$ cat config.mk
export PLATFORM = sky130hd
export DESIGN_NAME = possel_top
export DESIGN_NICKNAME = d
export VERILOG_FILES = /design/src/possel_pkg.sv /design/src/possel_alarm.sv /design/src/possel_top.sv
export VERILOG_INCLUDE_DIRS = /design/src /design/src/src
export SDC_FILE = /design/constraint.sdc
export NUM_CORES = 1
export LEC_CHECK = 0
export ABC_AREA = 1
export BUFFER_PORTS_ARGS = -buffer_cell sky130_fd_sc_hd__clkbuf_2
export CORE_ASPECT_RATIO = 0.8
export CORE_UTILIZATION = 60
export DETAILED_ROUTE_END_ITERATION = 8
export PLACE_DENSITY = 0.82
export SYNTH_ARGS = -nofsm -noshare
export SYNTH_HDL_FRONTEND = slang
export SYNTH_SLANG_ARGS = --single-unit
$ cat constraint.sdc
create_clock -name core_clk_in -period 9.1 [get_ports core_clk_in]
set_clock_uncertainty 0.2 [all_clocks]
set_input_delay 0.455 -clock core_clk_in [delete_from_list [all_inputs] [get_ports core_clk_in]]
set_output_delay 0.455 -clock core_clk_in [all_outputs]
set_load 0.02 [all_outputs]
$ cat src/possel_regs.svh
// Constants of the position selector: register offsets, fields, timing counts
//
// Overview of operation
// Top setting limits valid positions 1..top.
// Step edge advances pre-selection, wraps to 1.
// Step edges no closer than 50 ms; the code accepts step edges at any spacing.
// Any control activity restarts the time-out.
// Step time-out mode applies after inactivity.
// Step acknowledge mode applies on confirm edge.
// Missing step confirm discards, alarms 3 s.
// Code 1..7 selects position, 000 rests.
// Rest code changes nothing.
// Code above top: no change, alarm 3 s.
// Code time-out mode applies after inactivity.
// Code acknowledge applies on in-time confirm edge.
// Missing code confirm rejects, alarms 3 s.
// Step and code paths lock each other out.
// Each path has its own confirm input.
// Active position is written to storage.
// Restore policy loads stored position, checks range.
// Synchronize policy adopts code at power-up.
// Bad code at sync power-up: position 0, alarm.
// Log position changes and confirm alarms.
// Outputs one-hot and binary; 0 drives none.
// All times count a 1 ms tick.
`ifndef POSSEL_REGS_SVH
`define POSSEL_REGS_SVH

// ---------------------------------------------------------------
// Register offsets (byte addresses on the Wishbone slave)
// ---------------------------------------------------------------
`define PS_REG_CTRL     4'h0
`define PS_REG_TIMEOUT  4'h4
`define PS_REG_STATUS   4'h8
`define PS_REG_EVENT    4'hc

// ---------------------------------------------------------------
// Control register fields
// ---------------------------------------------------------------
`define PS_CTRL_TOP_LSB    0
`define PS_CTRL_STEPMODE   3
`define PS_CTRL_CODEMODE   4
`define PS_CTRL_POLICY     5
`define PS_CTRL_EVLOG      6
`define PS_CTRL_RESET      32'h0000_0007

// ---------------------------------------------------------------
// Timing
// ---------------------------------------------------------------
`define PS_CLK_HZ          40000000
`define PS_TICK_MS         1
`define PS_TICK_CYCLES     (`PS_CLK_HZ / 1000 * `PS_TICK_MS)
`define PS_ALARM_S         3
`define PS_ALARM_MS        (`PS_ALARM_S * 1000)
`define PS_TIMEOUT_RESET   16'h1388

`endif

$ cat src/possel_pkg.sv
// Types shared by the position selector
package possel_pkg;
    // ---------------------------------------------------------------
    // Sequence state: which path owns a pending pre-selection
    // ---------------------------------------------------------------
    typedef enum logic [1:0] {
        POSSEL_IDLE,
        POSSEL_STEP,
        POSSEL_CODE
    } possel_seq_e;
    typedef logic [2:0] possel_pos_t;   // Position 0..7
endpackage

$ cat src/possel_alarm.sv
// Retriggerable millisecond alarm stretcher used for the step confirm, code confirm and code range alarm outputs
`include "possel_regs.svh"
module possel_alarm #(
    parameter int unsigned HOLD_MS = `PS_ALARM_MS  // Alarm length in ticks
) (
    input  wire logic core_clk_in,   // System clock
    input  wire logic rst_n_in,      // Synchronous reset, active low
    input  wire logic tick_in,       // 1 ms tick
    input  wire logic fire_in,       // Start or restart the alarm
    output logic      alarm_out      // Alarm level, registered
);
    logic [15:0] cnt_q;              // Remaining ticks

    // ---------------------------------------------------------------
    // Countdown; a fresh fire restarts the full length
    // ---------------------------------------------------------------
    always_ff @(posedge core_clk_in) begin
        if (!rst_n_in) begin
            cnt_q     <= 16'h0000;
            alarm_out <= 1'b0;
        end else if (fire_in) begin
            cnt_q     <= 16'(HOLD_MS);
            alarm_out <= 1'b1;
        end else if (tick_in && cnt_q != 16'h0000) begin
            cnt_q     <= cnt_q - 16'h0001;
            alarm_out <= (cnt_q != 16'h0001);
        end
    end
endmodule

$ cat src/possel_top.sv
// Position selector switch: step and code control, time-out, alarms, storage
`include "possel_regs.svh"
module possel_top
    import possel_pkg::*;
#(
    parameter int unsigned TICK_CYCLES = `PS_TICK_CYCLES,  // Clocks per 1 ms
    parameter int unsigned ALARM_MS    = `PS_ALARM_MS      // Alarm length
) (
    input  wire logic        core_clk_in,        // 40 MHz system clock
    input  wire logic        rst_n_in,           // Synchronous reset, low
    // Wishbone classic slave
    input  wire logic        wb_cyc_in,          // Cycle
    input  wire logic        wb_stb_in,          // Strobe
    input  wire logic        wb_we_in,           // Write enable
    input  wire logic [3:0]  wb_adr_in,          // Byte address
    input  wire logic [3:0]  wb_sel_in,          // Byte lanes
    input  wire logic [31:0] wb_dat_in,          // Write data
    output logic [31:0]      wb_dat_out,         // Read data
    output logic             wb_ack_out,         // Acknowledge
    // Control inputs from the field side
    input  wire logic        step_pulse_in,      // Step control
    input  wire logic        step_confirm_in,    // Step acknowledge
    input  wire logic        code_bit_0,         // Code bit 0
    input  wire logic        code_bit_1,         // Code bit 1
    input  wire logic        code_bit_2,         // Code bit 2
    input  wire logic        code_confirm_in,    // Code acknowledge
    // Non-volatile storage port
    input  wire logic [2:0]  nv_pos_in,          // Stored position
    output logic [2:0]       nv_pos_out,         // Position to store
    output logic             nv_write_out,       // Store strobe
    // Results
    output logic [7:1]       pos_onehot_out,     // One-hot position
    output logic [2:0]       pos_bin_out,        // Binary position
    output logic             step_confirm_alarm, // Step confirm timed out
    output logic             code_confirm_alarm, // Code confirm timed out
    output logic             code_range_alarm,   // Code above top
    output logic             powerup_alarm,      // Power-up fault
    output logic             event_valid_out,    // Event log strobe
    output logic [3:0]       event_code_out      // Event kind and value
);
    // ---------------------------------------------------------------
    // Configuration registers
    // ---------------------------------------------------------------
    logic [6:0]  ctrl_q;          // Top, modes, policy, logging
    logic [15:0] timeout_ms_q;    // Time-out in ms
    possel_pos_t top_w;           // Highest usable position
    logic        step_ack_mode;   // 1: step acknowledge
    logic        code_ack_mode;   // 1: code acknowledge
    logic        policy_sync;     // 1: synchronize at power-up
    logic        evlog_en;        // Event logging enabled

    assign top_w         = ctrl_q[`PS_CTRL_TOP_LSB +: 3];
    assign step_ack_mode = ctrl_q[`PS_CTRL_STEPMODE];
    assign code_ack_mode = ctrl_q[`PS_CTRL_CODEMODE];
    assign policy_sync   = ctrl_q[`PS_CTRL_POLICY];
    assign evlog_en      = ctrl_q[`PS_CTRL_EVLOG];

    // Position inside 1..top
    function automatic logic in_range(input possel_pos_t p, input possel_pos_t top);
        in_range = (p != 3'h0) && (p <= top);
    endfunction

    // ---------------------------------------------------------------
    // Input synchronisers: two flops, then edge detection on the third
    // ---------------------------------------------------------------
    logic [4:0] sync1_q;          // First stage only feeds second
    logic [4:0] sync2_q;          // Stable copies
    logic [4:0] prev_q;           // For edges and changes
    always_ff @(posedge core_clk_in) begin
        if (!rst_n_in) begin
            sync1_q <= 5'h00;
            sync2_q <= 5'h00;
            prev_q  <= 5'h00;
        end else begin
            sync1_q <= {code_confirm_in, step_confirm_in,
                        code_bit_2, code_bit_1, code_bit_0};
            sync2_q <= sync1_q;
            prev_q  <= sync2_q;
        end
    end
    // Step pulse has its own pair to keep the vector simple
    logic step_s1_q, step_s2_q, step_prev_q;
    always_ff @(posedge core_clk_in) begin
        if (!rst_n_in) begin
            step_s1_q   <= 1'b0;
            step_s2_q   <= 1'b0;
            step_prev_q <= 1'b0;
        end else begin
            step_s1_q   <= step_pulse_in;
            step_s2_q   <= step_s1_q;
            step_prev_q <= step_s2_q;
        end
    end

    possel_pos_t code_w;          // Decoded code word
    logic        step_rise;       // Step edge
    logic        code_chg;        // Code activity
    logic        sack_rise;       // Step confirm edge
    logic        cack_rise;       // Code confirm edge
    assign code_w    = sync2_q[2:0];
    assign code_chg  = sync2_q[2:0] != prev_q[2:0];
    assign sack_rise = sync2_q[3] & ~prev_q[3];
    assign cack_rise = sync2_q[4] & ~prev_q[4];
    assign step_rise = step_s2_q & ~step_prev_q;

    // ---------------------------------------------------------------
    // Millisecond tick
    // ---------------------------------------------------------------
    logic [15:0] tick_cnt_q;      // Prescaler
    logic        tick_q;          // One-cycle tick
    always_ff @(posedge core_clk_in) begin
        if (!rst_n_in) begin
            tick_cnt_q <= 16'h0000;
            tick_q     <= 1'b0;
        end else if (tick_cnt_q == 16'(TICK_CYCLES - 1)) begin
            tick_cnt_q <= 16'h0000;
            tick_q     <= 1'b1;
        end else begin
            tick_cnt_q <= tick_cnt_q + 16'h0001;
            tick_q     <= 1'b0;
        end
    end

    // ---------------------------------------------------------------
    // Wishbone slave: single-cycle ack, ack drops after one cycle
    // ---------------------------------------------------------------
    logic wb_req;                 // New request this cycle
    assign wb_req = wb_cyc_in & wb_stb_in & ~wb_ack_out;
    possel_pos_t pend_q;          // Pre-selected position
    possel_pos_t active_q;        // Active position
    possel_seq_e seq_q;           // Sequence owner
    logic [3:0]  ev_last_q;       // Last logged event
    always_ff @(posedge core_clk_in) begin
        if (!rst_n_in) begin
            wb_ack_out   <= 1'b0;
            wb_dat_out   <= 32'h0000_0000;
            ctrl_q       <= 7'(`PS_CTRL_RESET);
            timeout_ms_q <= `PS_TIMEOUT_RESET;
        end else begin
            wb_ack_out <= wb_req;
            if (wb_req && wb_we_in && wb_sel_in[0]) begin
                unique case (wb_adr_in)
                    `PS_REG_CTRL:    ctrl_q <= wb_dat_in[6:0];
                    `PS_REG_TIMEOUT: timeout_ms_q[7:0] <= wb_dat_in[7:0];
                    default: ;
                endcase
            end
            if (wb_req && wb_we_in && wb_sel_in[1] && wb_adr_in == `PS_REG_TIMEOUT) begin
                timeout_ms_q[15:8] <= wb_dat_in[15:8];
            end
            // Unmapped addresses read zero and still ack
            unique case (wb_adr_in)
                `PS_REG_CTRL:    wb_dat_out <= {25'h0, ctrl_q};
                `PS_REG_TIMEOUT: wb_dat_out <= {16'h0, timeout_ms_q};
                `PS_REG_STATUS:  wb_dat_out <= {19'h0, powerup_alarm, code_range_alarm,
                                                code_confirm_alarm, step_confirm_alarm,
                                                seq_q, 1'b0, pend_q, active_q};
                `PS_REG_EVENT:   wb_dat_out <= {28'h0, ev_last_q};
                default:         wb_dat_out <= 32'h0000_0000;
            endcase
        end
    end

    // ---------------------------------------------------------------
    // Time-out timer, restarted by any activity of the owning path
    // ---------------------------------------------------------------
    logic        step_act;        // Accepted step edge
    logic        code_act;        // Accepted code activity
    logic [15:0] to_cnt_q;        // Elapsed ms
    logic        expired;         // Time-out reached
    assign step_act = step_rise && seq_q != POSSEL_CODE;
    assign code_act = code_chg && seq_q != POSSEL_STEP;
    assign expired  = seq_q != POSSEL_IDLE && tick_q && to_cnt_q + 16'h0001 >= timeout_ms_q;
    always_ff @(posedge core_clk_in) begin
        if (!rst_n_in) begin
            to_cnt_q <= 16'h0000;
        end else if (step_act || code_act) begin
            to_cnt_q <= 16'h0000;
        end else if (tick_q && seq_q != POSSEL_IDLE) begin
            to_cnt_q <= to_cnt_q + 16'h0001;
        end
    end

    // ---------------------------------------------------------------
    // Power-up: settle on the fourth clock after reset release
    // ---------------------------------------------------------------
    logic boot_q;                 // Power-up pending
    logic [1:0] boot_wait_q;      // Lets synchronisers fill
    always_ff @(posedge core_clk_in) begin
        if (!rst_n_in) begin
            boot_q      <= 1'b1;
            boot_wait_q <= 2'h0;
        end else if (boot_q) begin
            boot_wait_q <= boot_wait_q + 2'h1;
            if (boot_wait_q == 2'h3) begin
                boot_q <= 1'b0;
            end
        end
    end
    logic        boot_fire;       // Power-up decision cycle
    possel_pos_t boot_src;        // Candidate power-up position
    assign boot_fire = boot_q && boot_wait_q == 2'h3;
    assign boot_src  = policy_sync ? code_w : nv_pos_in;

    // ---------------------------------------------------------------
    // Sequence and position state
    // ---------------------------------------------------------------
    logic apply_step;             // Step pre-selection applied
    logic apply_code;             // Code pre-selection applied
    logic step_fail;              // Step confirm timed out
    logic code_fail;              // Code confirm timed out
    logic range_bad;              // Code above top
    assign apply_step = seq_q == POSSEL_STEP &&
                        (step_ack_mode ? sack_rise : expired);
    assign apply_code = seq_q == POSSEL_CODE && !code_act &&
                        (code_ack_mode ? cack_rise : expired);
    assign step_fail  = seq_q == POSSEL_STEP && step_ack_mode && !sack_rise && expired;
    assign code_fail  = seq_q == POSSEL_CODE && code_ack_mode && !cack_rise && expired;
    assign range_bad  = !boot_q && code_act && code_w != 3'h0 && code_w > top_w;

    always_ff @(posedge core_clk_in) begin
        if (!rst_n_in) begin
            seq_q    <= POSSEL_IDLE;
            pend_q   <= 3'h0;
            active_q <= 3'h0;
        end else if (boot_q) begin
            if (boot_fire) begin
                active_q <= in_range(boot_src, top_w) ? boot_src : 3'h0;
                pend_q   <= in_range(boot_src, top_w) ? boot_src : 3'h0;
            end
        end else if (step_act && !apply_step) begin
            seq_q  <= POSSEL_STEP;
            // Start stepping from the applied position when idle
            pend_q <= ((seq_q == POSSEL_IDLE ? active_q : pend_q) >= top_w) ?
                      3'h1 : (seq_q == POSSEL_IDLE ? active_q : pend_q) + 3'h1;
        end else if (code_act) begin
            if (in_range(code_w, top_w)) begin
                seq_q  <= POSSEL_CODE;
                pend_q <= code_w;
            end else begin
                seq_q  <= POSSEL_IDLE;
                pend_q <= active_q;
            end
        end else if (apply_step || apply_code) begin
            active_q <= pend_q;
            seq_q    <= POSSEL_IDLE;
        end else if (step_fail || code_fail) begin
            pend_q <= active_q;
            seq_q  <= POSSEL_IDLE;
        end
    end

    // ---------------------------------------------------------------
    // Outputs: storage, position, events (all registered)
    // ---------------------------------------------------------------
    possel_pos_t active_prev_q;   // Detects position change
    logic        pw_alarm_set;    // Power-up fault found
    assign pw_alarm_set = boot_fire && !in_range(boot_src, top_w);
    always_ff @(posedge core_clk_in) begin
        if (!rst_n_in) begin
            active_prev_q   <= 3'h0;
            nv_pos_out      <= 3'h0;
            nv_write_out    <= 1'b0;
            pos_onehot_out  <= 7'h00;
            pos_bin_out     <= 3'h0;
            powerup_alarm   <= 1'b0;
            event_valid_out <= 1'b0;
            event_code_out  <= 4'h0;
            ev_last_q       <= 4'h0;
        end else begin
            active_prev_q  <= active_q;
            pos_bin_out    <= active_q;
            for (int i = 1; i < 8; i++) begin
                pos_onehot_out[i] <= (active_q == 3'(i));
            end
            // Storage is written only on real changes, sparing wear
            nv_write_out <= !boot_q && active_q != active_prev_q;
            nv_pos_out   <= active_q;
            if (pw_alarm_set) begin
                powerup_alarm <= 1'b1;
            end else if (!boot_q && (step_act || code_act)) begin
                powerup_alarm <= 1'b0;   // Cleared by new control activity
            end
            // Position change takes precedence; alarms share the port
            event_valid_out <= 1'b0;
            if (evlog_en && !boot_q && active_q != active_prev_q) begin
                event_valid_out <= 1'b1;
                event_code_out  <= {1'b0, active_q};
                ev_last_q       <= {1'b0, active_q};
            end else if (evlog_en && (step_fail || code_fail)) begin
                event_valid_out <= 1'b1;
                event_code_out  <= step_fail ? 4'h8 : 4'h9;
                ev_last_q       <= step_fail ? 4'h8 : 4'h9;
            end
        end
    end

    // ---------------------------------------------------------------
    // Alarm stretchers
    // ---------------------------------------------------------------
    possel_alarm #(.HOLD_MS(ALARM_MS)) u_step_alarm (
        .core_clk_in(core_clk_in), .rst_n_in(rst_n_in), .tick_in(tick_q),
        .fire_in(step_fail), .alarm_out(step_confirm_alarm));
    possel_alarm #(.HOLD_MS(ALARM_MS)) u_code_alarm (
        .core_clk_in(core_clk_in), .rst_n_in(rst_n_in), .tick_in(tick_q),
        .fire_in(code_fail), .alarm_out(code_confirm_alarm));
    possel_alarm #(.HOLD_MS(ALARM_MS)) u_range_alarm (
        .core_clk_in(core_clk_in), .rst_n_in(rst_n_in), .tick_in(tick_q),
        .fire_in(range_bad), .alarm_out(code_range_alarm));
endmodule

======== Yosys cells after proc, flatten, opt, wreduce, memory -nomap -nowiden ========
Index checks and enable logic that the tools add are counted.
word-level totals
  bits in registers ....................... 186
  bits of input ports ..................... 54
cells by class
  add/subtract/negate cells ............... 7
  magnitude comparators ................... 5
  equal/unequal tests ..................... 25
  muxes and demuxes ....................... 45
  bitwise logic cells ..................... 11
  reduce and logical (&&, ||, !) cells .... 69
operators with widths
  operator                                                                   count
  12-bit two-way mux                                                         6
  16-bit case mux with 4 select lines                                        1
  3-bit two-way mux                                                          17
  16-bit by 1-bit inequality test with 1-bit output (second input constant)  3
  16-bit nonzero test                                                        3
  16-bit by 1-bit subtractor with 16-bit output (second input constant)      3
  1-bit logical AND                                                          33
  16-bit by 1-bit adder with 16-bit output (second input constant)           2
  16-bit equality test (second input constant)                               1
  16-bit greater-or-equal comparator                                         1
  1-bit two-way mux                                                          16
  2-bit nonzero test                                                         7
  3-bit equality test (second input constant)                                4
  2-bit OR reduction                                                         6
  2-bit two-way mux                                                          5
  4-bit equality test (second input constant)                                2
  4-bit nonzero test                                                         2
  3-bit by 2-bit equality test with 1-bit output (second input constant)     2
  3-bit less-or-equal comparator                                             2
  1-bit zero test                                                            6
  2-bit by 1-bit inequality test with 1-bit output (second input constant)   3
  3-bit inequality test                                                      2
  1-bit inverter                                                             6
  2-bit AND reduction                                                        3
  other kinds (17)                                                           26

======== Longest topological paths before layout ========
  depth in word-level cells ............... 11
  gate-level depth with buffers ........... 26
  depth with buffers taken out ............ 26

======== By module ========
A second synthesis with hierarchy kept.
second synthesis, totals
  cells, all modules ...................... 1297
  area, all modules ....................... 9029.9 µm²
modules (own cells, without submodules)
  module        times used  cells each  area each (µm²)  sequential area each (µm²)
  possel_top    1           772         5715.5           2382.3
  possel_alarm  3           175         1104.8           340.3

======== Least setup slack after synthesis ========
No wires, ideal clock.
  path kind ............................... flip-flop to flip-flop
  start ................................... register to_cnt_q[0]
  end ..................................... register pend_q[0]
  arrival time ............................ 2818 ps
  slack ................................... 5971 ps
  stages on the path, launching flop included .. 24
  buffers on the path ..................... 0
  cell sequence ........................... dfxtp_1 > ha_1 > nand4_1 > nor2_1 > nand2_1 > nor3_1 > nand4_1 > nor2_1 > xnor2_1 > inv_1 > ha_1 > nand2_1 > nor3_1 > nand2_1 > nand2_1 > nand2_1 > nand2_1 > nand2_2 > nand2_1 > nand3b_1 > nand2_1 > nand2_1 > nand2_1 > nor2_1
between the ends
  word-level cells in the longest chain between the ends .. 9
RTL lines
  what                                                                              RTL line           text
  from (decl)                                                                       possel_top.sv:169  logic [15:0] to_cnt_q;
  from (signal assigned)                                                            possel_top.sv:180  to_cnt_q <= to_cnt_q + 16'h0001;
  16-bit by 1-bit adder with 16-bit output (*)                                      possel_top.sv:173  assign expired = seq_q != POSSEL_IDLE && tick_q && to_cnt_q + 16'h0001 >= timeout_ms_q;
  16-bit greater-or-equal comparator (*)                                            possel_top.sv:173
  1-bit logical AND (*)                                                             possel_top.sv:173
  1-bit two-way mux                                                                 possel_top.sv:214  (step_ack_mode ? sack_rise : expired);
  1-bit logical AND                                                                 possel_top.sv:213  assign apply_step = seq_q == POSSEL_STEP &&
  1-bit zero test                                                                   possel_top.sv:231  end else if (step_act && !apply_step) begin
  1-bit logical AND                                                                 possel_top.sv:231
  4-bit inequality test (no source line), or another cell as far along              -
  3-bit AND reduction (no source line) / 3-bit two-way mux (equally long branches)  -
  to (signal assigned)                                                              possel_top.sv:229  pend_q <= in_range(boot_src, top_w) ? boot_src : 3'h0;
  to (signal assigned)                                                              possel_top.sv:234  pend_q <= ((seq_q == POSSEL_IDLE ? active_q : pend_q) >= top_w) ?
  to (signal assigned)                                                              possel_top.sv:239  pend_q <= code_w;
  to (decl)                                                                         possel_top.sv:129  possel_pos_t pend_q;
Mark *: on every way between the ends. The rest lies on a longest branch, timed or not.
A chain may end at the register's enable or synchronous reset.

======== Final worst setup path ========
  start ................................... register to_cnt_q[0]
  end ..................................... register pend_q[2]
Same word-level chain as after synthesis.

==> insert_results.sql <==
INSERT INTO impl_metrics (metric_group, metric, value, unit) VALUES
('final_layout', 'area_of_combinational_cells_with_multiple_inputs', '4170', 'um^2'),
('sta', 'rsz0062_at_grt', 'false', ''),
('sta', 'final-max-slew-violation-count', '0', ''),
('routing', 'viasPerCell', '5.32', ''),
('sta', 'worstMarginPinSlew', '870', 'ps'),
('routing', 'drt_wl_total', '19.7', 'mm'),
('final_layout', 'filler_cell_count', '1096', ''),
('synth', 'synthDistinctLibCells', '46', ''),
('clock_network', 'cts_inserted_buffers', '17', ''),
('global_routing', 'global_route.usage.total', '0.285', ''),
('final_layout', 'final_nets', '1345', ''),
('critical_path', 'crit_path_max_fanout', '12', ''),
('synth', 'synth_simple_gate_area_share', '0.272', ''),
('sta', 'setup-violations-final', '0', ''),
('clock_network', 'clk_tree_root_cell', 'sky130_fd_sc_hd__clkbuf_16', ''),
('critical_path', 'worstSetupStartpointType', 'flip-flop', ''),
('final_layout', 'antenna_cells_inserted', '0', ''),
('routing', 'detail_route.drc_violations', '0', ''),
('sta', 'timing.final.hold_violations', '0', ''),
('sta', 'worst_slew_margin_rel', '0.420', ''),
('synth', 'post_synth_fa_ha_maj_area_fraction', '0.0519', ''),
('synth', 'post_synth_instance_area', '8440', 'um^2'),
('routing', 'routedWlPerCell', '13.6', 'um'),
('synth', 'synth-seq-area-share', '0.403', ''),
('synth', 'synthTopCellsByArea', 'sky130_fd_sc_hd__dfxtp_1 (40%), sky130_fd_sc_hd__nand2_1 (11%), sky130_fd_sc_hd__inv_1 (7.8%), sky130_fd_sc_hd__nor2_1 (6.3%), sky130_fd_sc_hd__ha_1 (5.2%)', ''),
('synth', 'main_combinational_cell_family_by_area_after_synthesis', 'simple AND/OR/NAND/NOR gates', ''),
('synth', 'synth_ff_type', 'sky130_fd_sc_hd__dfxtp_1', ''),
('die', 'floorplan.rows', '38', ''),
('global_routing', 'globalRouteOverflowTotal', '0', ''),
('clock_network', 'maximum_count_of_clock_buffers_along_a_single_path', '2', ''),
('outcome', 'run_status', 'complete, no violations', ''),
('global_routing', 'grt_pass1_wl', '32.5', 'mm'),
('routing', 'final_antenna_net_count', '0', ''),
('synth', 'synthesis.yosys.warnings', '0', ''),
('global_routing', 'groute.layer.met1.usage', '0.379', ''),
('synth', 'synthMostInstantiatedCell', 'sky130_fd_sc_hd__nand2_1', ''),
('final_layout', 'regArea', '3400', 'um^2'),
('synth', 'synth-seq-cells', '170', ''),
('final_layout', 'post-route-cell-area', '9570', 'um^2'),
('critical_path', 'worst_ep_arrival_time', '4410', 'ps'),
('critical_path', 'critPathKind', 'reg -> reg', ''),
('worst_hold_path', 'path_category_of_the_worst_min_delay_check', 'in -> reg', ''),
('placed_design', 'dpl.hpwl', '13.9', 'mm'),
('synth', 'yosys.area.top_type', 'sky130_fd_sc_hd__dfxtp_1', ''),
('sta', 'max_clock_freq', '0.236', 'GHz'),
('placed_design', 'io_buffer_count', '75', ''),
('routing', 'initialDrtViolationCount', '618', ''),
('die', 'dieArea', '14500', 'um^2'),
('sta', 'final_period_minus_worst_setup_slack', '4240', 'ps'),
('synth', 'muxShareOfSynthArea', '0.00119', ''),
('synth', 'synth-edff-count', '0', ''),
('power', 'powerDensity', '181', 'nW/um^2'),
('global_routing', 'initial_antenna_violation_count', '0', ''),
('synth', 'post_synth_inst_count', '1187', ''),
('die', 'die_h', '108', 'um'),
('clock_network', 'clock_sinks', '170', ''),
('sta', 'finalCritPeriodShare', '0.466', ''),
('routing', 'via_count', '7706', ''),
('die', 'die_width', '135', 'um'),
('placed_design', 'gp_congestion', '0.907', ''),
('die', 'core_area', '13600', 'um^2'),
('die', 'top_level_ports', '110', ''),
('synth', 'synth_compound_area_frac', '0.125', ''),
('placed_design', 'place_area', '8870', 'um^2'),
('run', 'max_cap_viol_count', '0', ''),
('synth', 'synth_top_cell_area_share', '0.403', ''),
('global_routing', 'grt.met2_usage', '0.444', ''),
('global_routing', 'grt.busiest_layer', 'met2', ''),
('final_layout', 'utilization', '0.701', ''),
('critical_path', 'crit_path_required_time', '9270', 'ps'),
('clock_network', 'post_cts.resized_instances', '0', '');
-- per-layer routing --
metal  part of all wire  wire [um]
met1               0.47       9210
met2               0.44       8590
met3              0.065       1280
met4              0.031        608
met5                  0          0
-- cell type report --
type / instances / area share
Timing Repair Buffer: 80 / 0.0437
Clock inverter: 11 / 0.0224
Multi-Input combinational cell: 808 / 0.436
Clock buffer: 21 / 0.0492
Sequential cell: 170 / 0.356
Tap cell: 180 / 0.0235
Inverter: 179 / 0.0702
-- report_power, final --
part | internal, uW | switching, uW
Sequential | 761 | 15.0
Clock | 537 | 295
Combinational | 40.0 | 84.1
-- layout by cell type (no fill, tap or decap), types with 2 or more instances in the layout --
cell	n
sky130_fd_sc_hd__conb_1	16
sky130_fd_sc_hd__dfxtp_1	170
sky130_fd_sc_hd__nand4_1	12
sky130_fd_sc_hd__xor2_1	18
sky130_fd_sc_hd__dlygate4sd3_1	2
sky130_fd_sc_hd__o211ai_1	11
sky130_fd_sc_hd__nand2_2	8
sky130_fd_sc_hd__ha_1	35
sky130_fd_sc_hd__a21oi_1	86
sky130_fd_sc_hd__buf_4	3
sky130_fd_sc_hd__nor2_1	142
sky130_fd_sc_hd__inv_2	4
sky130_fd_sc_hd__or2_2	5
sky130_fd_sc_hd__clkbuf_16	17
sky130_fd_sc_hd__nand2_1	254
sky130_fd_sc_hd__o21ai_0	65
sky130_fd_sc_hd__or2_1	2
sky130_fd_sc_hd__inv_1	175
sky130_fd_sc_hd__a211oi_1	3
sky130_fd_sc_hd__a221oi_1	4
sky130_fd_sc_hd__clkinvlp_4	2
sky130_fd_sc_hd__nor4_1	13
sky130_fd_sc_hd__o22ai_1	5
sky130_fd_sc_hd__clkinv_2	2
sky130_fd_sc_hd__nor3b_1	4
sky130_fd_sc_hd__nor3_2	3
sky130_fd_sc_hd__o31ai_1	2
sky130_fd_sc_hd__nor3_1	21
sky130_fd_sc_hd__clkbuf_2	75
sky130_fd_sc_hd__a31oi_1	9
sky130_fd_sc_hd__nand3_1	50
sky130_fd_sc_hd__bufinv_16	6
sky130_fd_sc_hd__nand3b_1	3
sky130_fd_sc_hd__xnor2_1	17
sky130_fd_sc_hd__nor2_2	6
sky130_fd_sc_hd__clkbuf_8	3
-- stage by stage --
step	setup WS (ps)	instances	power, uW
after floorplan	5970	1202	884
after global placement	5180	1415	910
after detailed placement	5090	1415	914
after CTS	4940	1449	1740
after global routing	4420	1449	1790
final	4860	1449	1730
-- final timing paths --
check / slack (ps) / cells after the start / from / to
setup reg to reg: 4860 / 21 / to_cnt_q[0] / pend_q[2]
hold reg to reg: 220 / 2 / sync1_q[4] / sync2_q[4]
hold / removal: 9 / 3 / step_pulse_in / step_s1_q
setup / recovery: 4860 / 21 / to_cnt_q[0] / pend_q[2]
-- kinds of logic (layout without fill, tap and decap cells) --
kind of cell	count (synthesis)	in the layout
buf+inv	224	291
flops	170	170
compound gates	191	191
mux	1	1
fa+ha+maj	35	35
other cells	1	16
xor+xnor	35	35
simple gates	530	530
-- repair_timing --
| action | in CTS | in global routing |
|---|---|---|
| buffers inserted | 0 | 0 |
| endpoints found under the hold margin | 2 | 0 |
| hold buffers | 2 | 0 |
-- sequential cells by signal, summed over array words and instances, names as in the netlist, 3 cells and up --
name,flops
u_range_alarm.cnt_q,16
u_code_alarm.cnt_q,16
prev_q,5
pend_q,3
active_prev_q,3
pos_onehot_out,7
u_step_alarm.cnt_q,16
ctrl_q,7
active_q,3
wb_dat_out,16
sync1_q,5
sync2_q,5
timeout_ms_q,16
tick_cnt_q,16
to_cnt_q,16
event_code_out,3
-- worst max-delay path, cell delays in order, from the launching register on --
cell                       delay, ps
sky130_fd_sc_hd__dfxtp_1         420
sky130_fd_sc_hd__ha_1            250
sky130_fd_sc_hd__nand4_1         150
sky130_fd_sc_hd__nor2_1          180
sky130_fd_sc_hd__nand2_1         120
sky130_fd_sc_hd__nor3_1          180
sky130_fd_sc_hd__nand4_1         150
sky130_fd_sc_hd__nor2_1          140
sky130_fd_sc_hd__xnor2_1         180
sky130_fd_sc_hd__inv_1            70
sky130_fd_sc_hd__ha_1            280
sky130_fd_sc_hd__nand2_1          80
sky130_fd_sc_hd__o21ai_0         270
sky130_fd_sc_hd__a21oi_1          90
sky130_fd_sc_hd__nand2_1         160
sky130_fd_sc_hd__nand3_1         410
sky130_fd_sc_hd__nand2_1         280
sky130_fd_sc_hd__nand3b_1        130
sky130_fd_sc_hd__nand2_1         160
sky130_fd_sc_hd__nand2_1         100
sky130_fd_sc_hd__nand2_1          50
sky130_fd_sc_hd__nor2_1          110
No activity file was read; power rests on OpenSTA's default activity.
